$ cat config.mk
export PLATFORM = sky130hd
export DESIGN_NAME = uef_error_flags
export DESIGN_NICKNAME = d
export VERILOG_FILES = /design/src/common/uef_pkg.sv /design/src/hw/uef_turnaround_timer.sv /design/src/hw/uef_error_flags.sv
export VERILOG_INCLUDE_DIRS = /design/src /design/src/common
export SDC_FILE = /design/constraint.sdc
export NUM_CORES = 1
export LEC_CHECK = 0
export BUFFER_PORTS_ARGS = -buffer_cell sky130_fd_sc_hd__buf_2
export CORE_ASPECT_RATIO = 0.8
export CORE_UTILIZATION = 42
export CTS_BUF_LIST = sky130_fd_sc_hd__clkbuf_4 sky130_fd_sc_hd__clkbuf_8 sky130_fd_sc_hd__clkbuf_16
export CTS_CLUSTER_SIZE = 16
export DETAILED_ROUTE_END_ITERATION = 8
export PLACE_DENSITY = 0.88
export REMOVE_ABC_BUFFERS = 1
export SYNTH_ARGS = -nofsm -noshare
export SYNTH_HDL_FRONTEND = slang
export SYNTH_HIERARCHICAL = 1
export SYNTH_SLANG_ARGS = --single-unit
$ cat constraint.sdc
create_clock -name aclk -period 1.54 [get_ports aclk]
set_input_delay 0.308 -clock aclk [delete_from_list [all_inputs] [get_ports aclk]]
set_output_delay 0.308 -clock aclk [all_outputs]
set_load 0.02 [all_outputs]
$ cat src/common/uef_cfg.svh
`ifndef UEF_CFG_SVH
`define UEF_CFG_SVH

// Register byte offsets on the AXI4-Lite slave
`define UEF_OFS_ERROR_FLAGS   8'h00
`define UEF_OFS_IRQ_STATUS    8'h04
`define UEF_OFS_IRQ_MASK      8'h08
`define UEF_OFS_CONTROL       8'h0c

// Bit positions inside the error flag byte
`define UEF_BIT_STUFF         7
`define UEF_BIT_BUS_MATRIX    6
`define UEF_BIT_DMA           5
`define UEF_BIT_TURNAROUND    4
`define UEF_BIT_FIELD_SIZE    3
`define UEF_BIT_DATA_CRC      2
`define UEF_BIT_TOKEN_OR_EOF  1
`define UEF_BIT_PID_CHECK     0

// Control register fields
`define UEF_CTRL_HOST_MODE    0

// Widths and reset values
`define UEF_FLAG_WIDTH        8
`define UEF_FLAGS_RESET       8'h00
`define UEF_MASK_RESET        8'h00
`define UEF_CTRL_RESET        8'h00

// Idle bit times allowed after an end-of-packet
`define UEF_TURNAROUND_BITS   16

// AXI response codes
`define UEF_RESP_OKAY         2'h0
`define UEF_RESP_SLVERR       2'h2

`endif

$ cat src/common/uef_pkg.sv
package uef_pkg;

  // Error events raised by the USB engine, one-cycle pulses
  typedef struct packed {
    logic       stuff_error;
    logic       bdt_base_invalid;
    logic       buf_addr_invalid;
    logic       dma_late;
    logic       rx_truncated;
    logic       data_end;
    logic [2:0] data_bit_rem;
    logic       data_crc_fail;
    logic       token_crc_fail;
    logic       pid_check_fail;
  } uef_events_type;

  // Link state seen by the turnaround timer and frame check
  typedef struct packed {
    logic eop;
    logic bit_tick;
    logic bus_idle;
    logic await_resp;
    logic tx_active;
    logic rx_active;
    logic frame_count_zero;
  } uef_link_type;

  // Turnaround timer states
  typedef enum logic [0:0] {
    UEF_TMR_OFF   = 1'b0,
    UEF_TMR_COUNT = 1'b1
  } uef_tmr_state_type;

endpackage : uef_pkg

$ cat src/hw/uef_turnaround_timer.sv
`timescale 1ns/1ps
`include "uef_cfg.svh"

module uef_turnaround_timer #(
  parameter int LIMIT_BITS = `UEF_TURNAROUND_BITS
) (
  input  wire logic              aclk,
  input  wire logic              aresetn,
  input  wire uef_pkg::uef_link_type link,
  output logic                   timeout
);
  import uef_pkg::*;

  uef_tmr_state_type state_reg;
  logic [5:0]        count_reg;

  ////////////////////////////////////////////////////////////////////////
  // Arm on end-of-packet, count idle bit times, fire past the limit
  always_ff @(posedge aclk) begin
    if (!aresetn) begin
      state_reg <= UEF_TMR_OFF;
      count_reg <= 6'h00;
      timeout   <= 1'b0;
    end else begin
      timeout <= 1'b0;
      unique case (state_reg)
        UEF_TMR_OFF: begin
          count_reg <= 6'h00;
          if (link.eop && link.await_resp) begin
            state_reg <= UEF_TMR_COUNT;
          end
        end
        UEF_TMR_COUNT: begin
          if (!link.bus_idle || !link.await_resp) begin
            state_reg <= UEF_TMR_OFF; // Response began, or none expected
          end else if (link.bit_tick) begin
            if (count_reg == 6'(LIMIT_BITS)) begin
              timeout   <= 1'b1;
              state_reg <= UEF_TMR_OFF;
            end else begin
              count_reg <= count_reg + 6'h01;
            end
          end
        end
      endcase
    end
  end

endmodule : uef_turnaround_timer

$ cat src/hw/uef_error_flags.sv
// Operation
// - Flag packets rejected for bit stuffing
// - Flag invalid descriptor table or buffer address
// - Flag late DMA grant: underflow or overflow
// - Flag truncated packets as DMA error too
// - Flag turnaround time-out past 16 idle bits
// - Flag data fields not whole bytes only
// - Flag data packets rejected for CRC16
// - Bit 1: CRC5 in device, EOF in host
// - Hardware sets, reset clears, write one clears
// - Upper 24 bits read zero, eight flags
`timescale 1ns/1ps
`include "uef_cfg.svh"

module uef_error_flags #(
  parameter int TURNAROUND_BITS = `UEF_TURNAROUND_BITS
) (
  input  wire logic                   aclk,
  input  wire logic                   aresetn,
  // AXI4-Lite write address
  input  wire logic [7:0]             s_axi_awaddr,
  input  wire logic [2:0]             s_axi_awprot,
  input  wire logic                   s_axi_awvalid,
  output logic                        s_axi_awready,
  // AXI4-Lite write data
  input  wire logic [31:0]            s_axi_wdata,
  input  wire logic [3:0]             s_axi_wstrb,
  input  wire logic                   s_axi_wvalid,
  output logic                        s_axi_wready,
  // AXI4-Lite write response
  output logic [1:0]                  s_axi_bresp,
  output logic                        s_axi_bvalid,
  input  wire logic                   s_axi_bready,
  // AXI4-Lite read address
  input  wire logic [7:0]             s_axi_araddr,
  input  wire logic [2:0]             s_axi_arprot,
  input  wire logic                   s_axi_arvalid,
  output logic                        s_axi_arready,
  // AXI4-Lite read data
  output logic [31:0]                 s_axi_rdata,
  output logic [1:0]                  s_axi_rresp,
  output logic                        s_axi_rvalid,
  input  wire logic                   s_axi_rready,
  // USB engine events and link state
  input  wire uef_pkg::uef_events_type usb_events,
  input  wire uef_pkg::uef_link_type   usb_link,
  // Flag byte and mode back to the engine, interrupt to the core
  output logic [7:0]                  error_flags,
  output logic                        host_mode,
  output logic                        irq
);
  import uef_pkg::*;

  localparam int FW = `UEF_FLAG_WIDTH;

  ////////////////////////////////////////////////////////////////////////
  // Declarations
  logic [FW-1:0] flags_reg;
  logic [FW-1:0] flags_next;
  logic [FW-1:0] irq_status_reg;
  logic [FW-1:0] irq_status_next;
  logic [FW-1:0] irq_mask_reg;
  logic [FW-1:0] ctrl_reg;
  logic [FW-1:0] event_vec;
  logic [FW-1:0] flag_clear;
  logic [FW-1:0] read_byte;
  logic          turnaround_timeout;
  logic          aw_held_reg;
  logic          w_held_reg;
  logic [7:0]    waddr_reg;
  logic [7:0]    wdata_reg;
  logic          wlane0_reg;
  logic          wr_fire;
  logic          rd_fire;
  logic          rd_status_clear;
  logic          frame_end_error;

  ////////////////////////////////////////////////////////////////////////
  // Address decode shared by the write and read paths
  function automatic logic addr_hit(input logic [7:0] addr, input logic [7:0] ofs);
    addr_hit = (addr[7:2] == ofs[7:2]);
  endfunction : addr_hit

  function automatic logic addr_mapped(input logic [7:0] addr);
    addr_mapped = addr_hit(addr, `UEF_OFS_ERROR_FLAGS) || addr_hit(addr, `UEF_OFS_IRQ_STATUS) ||
                  addr_hit(addr, `UEF_OFS_IRQ_MASK) || addr_hit(addr, `UEF_OFS_CONTROL);
  endfunction : addr_mapped

  ////////////////////////////////////////////////////////////////////////
  // Turnaround time-out watch on the idle bus
  uef_turnaround_timer #(
    .LIMIT_BITS (TURNAROUND_BITS)
  ) u_turnaround (
    .aclk    (aclk),
    .aresetn (aresetn),
    .link    (usb_link),
    .timeout (turnaround_timeout)
  );

  ////////////////////////////////////////////////////////////////////////
  // Event gathering into the flag byte layout
  always_comb begin
    frame_end_error = usb_link.frame_count_zero && (usb_link.tx_active || usb_link.rx_active);
    event_vec = '0;
    event_vec[`UEF_BIT_STUFF]      = usb_events.stuff_error;
    event_vec[`UEF_BIT_BUS_MATRIX] = usb_events.bdt_base_invalid
                                   || usb_events.buf_addr_invalid;
    event_vec[`UEF_BIT_DMA]        = usb_events.dma_late
                                   || usb_events.rx_truncated;
    event_vec[`UEF_BIT_TURNAROUND] = turnaround_timeout;
    event_vec[`UEF_BIT_FIELD_SIZE] = usb_events.data_end
                                   && (usb_events.data_bit_rem != 3'h0);
    event_vec[`UEF_BIT_DATA_CRC]   = usb_events.data_crc_fail;
    event_vec[`UEF_BIT_TOKEN_OR_EOF] = ctrl_reg[`UEF_CTRL_HOST_MODE] ? frame_end_error
                                     : usb_events.token_crc_fail;
    event_vec[`UEF_BIT_PID_CHECK]  = usb_events.pid_check_fail;
  end

  ////////////////////////////////////////////////////////////////////////
  // Write channel: address and data taken in either order
  always_ff @(posedge aclk) begin
    if (!aresetn) begin
      s_axi_awready <= 1'b0;
      s_axi_wready  <= 1'b0;
      s_axi_bvalid  <= 1'b0;
      s_axi_bresp   <= `UEF_RESP_OKAY;
      aw_held_reg   <= 1'b0;
      w_held_reg    <= 1'b0;
      waddr_reg     <= 8'h00;
      wdata_reg     <= 8'h00;
      wlane0_reg    <= 1'b0;
    end else begin
      // Address capture
      if (s_axi_awvalid && s_axi_awready) begin
        aw_held_reg   <= 1'b1;
        waddr_reg     <= s_axi_awaddr;
        s_axi_awready <= 1'b0;
      end else if (!aw_held_reg && !s_axi_bvalid) begin
        s_axi_awready <= 1'b1;
      end
      // Data capture, only the low lane carries bits
      if (s_axi_wvalid && s_axi_wready) begin
        w_held_reg   <= 1'b1;
        wdata_reg    <= s_axi_wdata[7:0];
        wlane0_reg   <= s_axi_wstrb[0];
        s_axi_wready <= 1'b0;
      end else if (!w_held_reg && !s_axi_bvalid) begin
        s_axi_wready <= 1'b1;
      end
      // Response once both halves are in
      if (wr_fire) begin
        aw_held_reg  <= 1'b0;
        w_held_reg   <= 1'b0;
        s_axi_bvalid <= 1'b1;
        s_axi_bresp  <= addr_mapped(waddr_reg) ? `UEF_RESP_OKAY : `UEF_RESP_SLVERR;
      end else if (s_axi_bvalid && s_axi_bready) begin
        s_axi_bvalid <= 1'b0;
      end
    end
  end

  assign wr_fire = aw_held_reg && w_held_reg && !s_axi_bvalid;

  ////////////////////////////////////////////////////////////////////////
  // Read channel: one read at a time, data registered with valid
  assign rd_fire         = s_axi_arvalid && s_axi_arready;
  assign rd_status_clear = rd_fire && addr_hit(s_axi_araddr, `UEF_OFS_IRQ_STATUS);

  always_comb begin
    read_byte = '0;
    if (addr_hit(s_axi_araddr, `UEF_OFS_ERROR_FLAGS)) begin
      read_byte = flags_reg;
    end else if (addr_hit(s_axi_araddr, `UEF_OFS_IRQ_STATUS)) begin
      read_byte = irq_status_reg;
    end else if (addr_hit(s_axi_araddr, `UEF_OFS_IRQ_MASK)) begin
      read_byte = irq_mask_reg;
    end else if (addr_hit(s_axi_araddr, `UEF_OFS_CONTROL)) begin
      read_byte = ctrl_reg;
    end
  end

  always_ff @(posedge aclk) begin
    if (!aresetn) begin
      s_axi_arready <= 1'b0;
      s_axi_rvalid  <= 1'b0;
      s_axi_rdata   <= 32'h0000_0000;
      s_axi_rresp   <= `UEF_RESP_OKAY;
    end else begin
      if (rd_fire) begin
        s_axi_arready <= 1'b0;
        s_axi_rvalid  <= 1'b1;
        s_axi_rdata   <= {24'h00_0000, read_byte};
        s_axi_rresp   <= addr_mapped(s_axi_araddr) ? `UEF_RESP_OKAY : `UEF_RESP_SLVERR;
      end else if (s_axi_rvalid && s_axi_rready) begin
        s_axi_rvalid <= 1'b0;
      end else if (!s_axi_rvalid) begin
        s_axi_arready <= 1'b1;
      end
    end
  end

  ////////////////////////////////////////////////////////////////////////
  // Error flags: sticky, write one to clear, set beats clear
  always_comb begin
    flag_clear = '0;
    if (wr_fire && wlane0_reg && addr_hit(waddr_reg, `UEF_OFS_ERROR_FLAGS)) begin
      flag_clear = wdata_reg;
    end
    flags_next = (flags_reg & ~flag_clear) | event_vec;
  end

  always_ff @(posedge aclk) begin
    if (!aresetn) begin
      flags_reg <= `UEF_FLAGS_RESET;
    end else begin
      flags_reg <= flags_next;
    end
  end

  ////////////////////////////////////////////////////////////////////////
  // Interrupt status: sticky, cleared by its own read, set wins
  always_comb begin
    irq_status_next = rd_status_clear ? event_vec : (irq_status_reg | event_vec);
  end

  always_ff @(posedge aclk) begin
    if (!aresetn) begin
      irq_status_reg <= `UEF_FLAGS_RESET;
    end else begin
      irq_status_reg <= irq_status_next;
    end
  end

  ////////////////////////////////////////////////////////////////////////
  // Mask register plain read-write, control keeps only its host mode bit
  always_ff @(posedge aclk) begin
    if (!aresetn) begin
      irq_mask_reg <= `UEF_MASK_RESET;
      ctrl_reg     <= `UEF_CTRL_RESET;
    end else if (wr_fire && wlane0_reg) begin
      if (addr_hit(waddr_reg, `UEF_OFS_IRQ_MASK)) begin
        irq_mask_reg <= wdata_reg;
      end
      if (addr_hit(waddr_reg, `UEF_OFS_CONTROL)) begin
        ctrl_reg <= {7'h00, wdata_reg[`UEF_CTRL_HOST_MODE]};
      end
    end
  end

  ////////////////////////////////////////////////////////////////////////
  // Registered outputs toward the engine and the core
  always_ff @(posedge aclk) begin
    if (!aresetn) begin
      error_flags <= `UEF_FLAGS_RESET;
      host_mode   <= 1'b0;
      irq         <= 1'b0;
    end else begin
      error_flags <= flags_next;
      host_mode   <= ctrl_reg[`UEF_CTRL_HOST_MODE];
      irq         <= |(irq_status_next & irq_mask_reg);
    end
  end

endmodule : uef_error_flags

# Yosys cells after proc, flatten, opt, wreduce, memory -nomap -nowiden
# Cells that the tools add are included.
# classes
addsub,1
eq_ne,10
muxes,23
bitwise,10
n_reduce_logical,45
# ops
cell,n
two-way mux 8 bit,5
"equality test 6 x 2 -> 1 bit, second input constant",4
two-way mux 6 bit,3
bitwise AND 8 bit,2
bitwise OR 8 bit,2
logical AND 1 bit,15
"equality test 6 x 1 -> 1 bit, second input constant",2
logical NOT 6 bit,2
case mux 6 bit (2 select lines),1
two-way mux 1 bit,11
logical OR 1 bit,10
NOT 8 bit,1
OR reduction 2 bit,4
OR reduction 8 bit,1
"adder 6 x 1 -> 6 bit, second input constant",1
"equality test 6 x 5 -> 1 bit, second input constant",1
"!= test 2 bit, second input constant",3
AND reduction 2 bit,3
logical NOT 1 bit,5
NOT 1 bit,5
two-way mux 2 bit,2
nonzero test 2 bit,2
OR reduction 4 bit,1
AND reduction 3 bit,1
2 further kinds,2
# totals
register_bits,71
wordCells,111

# Depth between registers and ports, before layout
# logic_depth
depth_word,8
mapped_depth,6

# Modules after synthesis
# Netlist, hierarchy kept.
# modules_own_cells
mod,instances,cells_each,area_each_um2,seq_area_each_um2
uef_error_flags,1,312,2576.2,1181.1
uef_turnaround_timer,1,44,390.4,160.2

# Worst setup path before layout
# OpenSTA, ideal clock, no wires.
# synth_timing
path_type,input -> register
from,in s_axi_araddr[5]
to,reg s_axi_rdata[1]
arrival_time_ps,1356
required_ps,1416
path_slack_ps,60
cell_stages,4
path_cell_list,or4_4 > or3_1 > a22oi_1 > o21ai_0
# synth_between
elab_chain_len,4
elab_cells_between_ends,6
cone_classes,eq/ne: 2; mux: 3; reduce/logical: 1
# synth_rtl
element,line,rtl
from (decl),uef_error_flags.sv:35,"input wire logic [7:0] s_axi_araddr,"
equality test 6 x 2 -> 1 bit,uef_error_flags.sv:81,addr_hit = (addr[7:2] == ofs[7:2]);
two-way mux 8 bit,uef_error_flags.sv:175,"end else if (addr_hit(s_axi_araddr, `UEF_OFS_IRQ_MASK)) begin"
two-way mux 8 bit,uef_error_flags.sv:173,"end else if (addr_hit(s_axi_araddr, `UEF_OFS_IRQ_STATUS)) begin"
two-way mux 8 bit *,uef_error_flags.sv:171,"if (addr_hit(s_axi_araddr, `UEF_OFS_ERROR_FLAGS)) begin"
to (signal assigned),uef_error_flags.sv:192,"s_axi_rdata <= {24'h00_0000, read_byte};"
to (decl),uef_error_flags.sv:40,"output logic [31:0] s_axi_rdata,"
# Every way passes the cells marked *; elsewhere a longest branch is shown, timed or not.
# A chain may end at the register's enable or synchronous reset.

# Worst setup path in the final report
# layout_timing
from,reg u_turnaround.count_reg[0]
to,reg u_turnaround.count_reg[0]
# layout_between
elab_chain_len,5
elab_cells_between_ends,8
cone_classes,add/sub: 1; eq/ne: 2; mux: 4; reduce/logical: 1
# layout_rtl
element,line,rtl
from (decl),uef_turnaround_timer.sv:15,logic [5:0] count_reg;
from (signal assigned),uef_turnaround_timer.sv:41,count_reg <= count_reg + 6'h01;
adder 6 x 1 -> 6 bit,uef_turnaround_timer.sv:41,
two-way mux 6 bit,uef_turnaround_timer.sv:37,if (count_reg == 6'(LIMIT_BITS)) begin
two-way mux 6 bit,uef_turnaround_timer.sv:36,end else if (link.bit_tick) begin
two-way mux 6 bit,uef_turnaround_timer.sv:34,if (!link.bus_idle || !link.await_resp) begin
case mux 6 bit (2 select lines),uef_turnaround_timer.sv:26,unique case (state_reg)
# Several ways; a longest one is shown, not always the timed one. The select of a mux whose other input is x is not followed.

==> reports/qor.csv <==
metric,value,unit
CTS buffer count,9,
Slew Limit Fails,0,
"EDFF count, synth",0,
vias per cell,5.09,
internal power,0.00281,W
DIE HEIGHT,77.2,um
outcome,finished clean,
hold_ws,0.207,ns
"Hold Vio Cnt, Final",0,
Ant. Diodes,0,
Synth Flop Type,dfxtp_1,
Setup Viol. Count Final,0,
cell-by-cell trace of the critical path,"inv_1, ha_1, nor4b_2, a21oi_1, mux2i_1",
clk_skew,0.0124,ns
Post-Syn Area,2970,um2
Seq cells post-synth,67,
VDD IR max,0.564,mV
Critical Path Sink Type,flop,
hpwl dp,5150,um
Starting Density,43.3,%
crit path DAT,1.70,ns
Sink Count,67,
Cell variety after synth,44,
setup TNS,0,ns
Worst-Skew Late Latency,0.34,ns
Syn. warnings,6,
CTS tree,done,
maxcap violations,0,
routability cong.,0.800,
Fill cells,635,
Clock power frac,39.3,%
most frequent cells in the layout,"buf_2 (71), dfxtp_1 (67), nand2_1 (49)",
vias in the first global route,2410,
core area,6860,um2
WP buf/inv,1,
postcts setup bufs,0,
crit-path max cell delay,0.38,ns
minimum setup slack among reg-to-reg paths,0.11,ns
sequential share of power,49.8,%
switching pwr,0.000928,W
Worst Hold Class,in -> reg,
row count,27,
Setup crit start kind,flop,
Root Buffer,clkbuf_8,
sequential share of the synthesized area,45.2,%
Vias,2678,
# H-tree levels,3,
LEAKAGE,1.58,nW
CP top delay family,flip-flops,
combinational power share,10.9,%
leading post-synthesis cells by cell area,"dfxtp_1 (45%), a21oi_1 (6.9%), buf_4 (6.6%), nand2_1 (6.2%), mux2i_1 (4.0%)",
post-route ant nets,0,
unrepaired setup endpoints after global routing,no,
first-pass GRT wire length,11100,um
period utilisation layout,92.9,%
cell area power density,1050,nW/um2
Max Fclk,699,MHz
Mapped Avg Cell Area,8.33,um2
IO buf count,71,
die area,7410,um2
Synth area leader,dfxtp_1,
area grow syn2layout,20.5,%
ratio of cells with drive above 1 in the final layout,23.5,%
Synth top area share,45.2,%
DR WL/cell,12.8,um
Total GRT Usage,20.0,%
post-synthesis async set-or-reset flop share,0,%
clock-pin slew on the worst setup and hold paths,0.07,ns
Setup WS pre-CTS,-0.170,ns
routed wire length,6740,um
Synth Instances,356,
DRT iter0 DRCs,126,
chip width,96.0,um
crit path kind,reg -> reg,
final worst slack,0.110,ns
largest net degree at the start of global routing,40,
"Max FO, Critical Path",4,
fin crit period,1.43,ns
DRC errors left,0,
initial antenna violation count,0,
Pre-Repair DR Iteration Count,4,
Final #Nets,520,
CTS max path bufs,2,
"most common cell after layout, fill and taps aside",buf_2,
worst-path cell with the longest stage delay,dfxtp_1,
Required @ worst endpoint,1.81,ns
Sw Share,24.8,%
total grt overflow,0,
Ports,135,
==> power by group through the flow <==
stage / Combinational [W] / Clock, W / Sequential [W]
6_report: 0.000406 / 0.00147 / 0.00186
5_1_grt: 0.000456 / 0.00160 / 0.00187
4_1_cts: 0.000405 / 0.00152 / 0.00186
3_5_place_dp: 0.000402 / 0 / 0.00190
3_3_place_gp: 0.000390 / 0 / 0.00189
2_1_floorplan: 0.000202 / 0 / 0.00192
==> worst reg2reg max path, stage by stage (launching register included) <==
cell,delay (ns)
dfxtp_1,0.38
inv_1,0.08
ha_1,0.19
nor4b_2,0.18
a21oi_1,0.29
mux2i_1,0.24
==> through the flow <==
| step | area [um2] | utilization (%) | instances | total power (W) |
|---|---|---|---|---|
| floorplan | 2810 | - | 342 | 0.00212 |
| global placement | 3360 | 49.1 | 510 | 0.00228 |
| detailed placement | 3360 | 49.1 | 510 | 0.00230 |
| CTS | 3570 | 52.0 | 526 | 0.00378 |
| global route | 3570 | 52.1 | 526 | 0.00392 |
| finish | 3570 | 52.1 | 526 | 0.00374 |
==> synth_stat cells, types with 6 or more instances <==
master / n
dfxtp_1: 67
a21oi_1: 41
inv_1: 19
nand3_1: 10
buf_4: 26
nor3_1: 6
clkbuf_1: 9
nand2_1: 49
a22oi_1: 12
o21ai_0: 18
or3_1: 9
mux2i_1: 12
a31oi_1: 7
nor2_1: 27
==> final timing paths <==
kind	startpoint	depth (start not counted)	to
worst max-delay path	u_turnaround/count_reg[0]	5	u_turnaround/count_reg[0]
worst min-delay path	s_axi_wdata[1]	3	wdata_reg[1]
worst max register to register	u_turnaround/count_reg[0]	5	u_turnaround/count_reg[0]
worst min register to register	s_axi_rdata[1]	2	s_axi_rdata[1]
==> logic make-up (layout without fill, tap and decap cells) <==
group                      count (synthesis)  count (layout)  share of synthesized area [%]
AOI/OAI and AO/OA                         93              93                           18.6
adders and majority gates                  2               2                          0.843
buffers and inverters                     59             117                           10.9
DFF                                       67              67                           45.2
muxes                                     13              13                           4.43
other                                      1              26                          0.126
and+or+nand+nor                          121             121                           19.9
==> cell type report <==
| type | instances | area (um2) | share of cell area, % |
|---|---|---|---|
| tap | 87 | 109 | 3.05 |
| timing repair buffer | 81 | 443 | 12.4 |
| clock inverter | 2 | 35.0 | 0.980 |
| clock buffer | 14 | 168 | 4.69 |
| inverter | 20 | 75.1 | 2.10 |
| multi-input combinational | 255 | 1400 | 39.3 |
| sequential | 67 | 1340 | 37.5 |
==> timing repair <==
action                     4_1_cts  5_1_grt
resized for setup                0        1
setup endpoints to repair        0        1
hold buffers                     0        0
==> metal layers <==
metal,share of wire (%),vias up,global-route usage [%]
met3,7.9,7,8.33
met1,45,1231,25.2
met5,0,-,0
met4,1.2,0,6.57
met2,45,95,30.6
li1,-,1345,-
(Power assumes the default switching activity.)
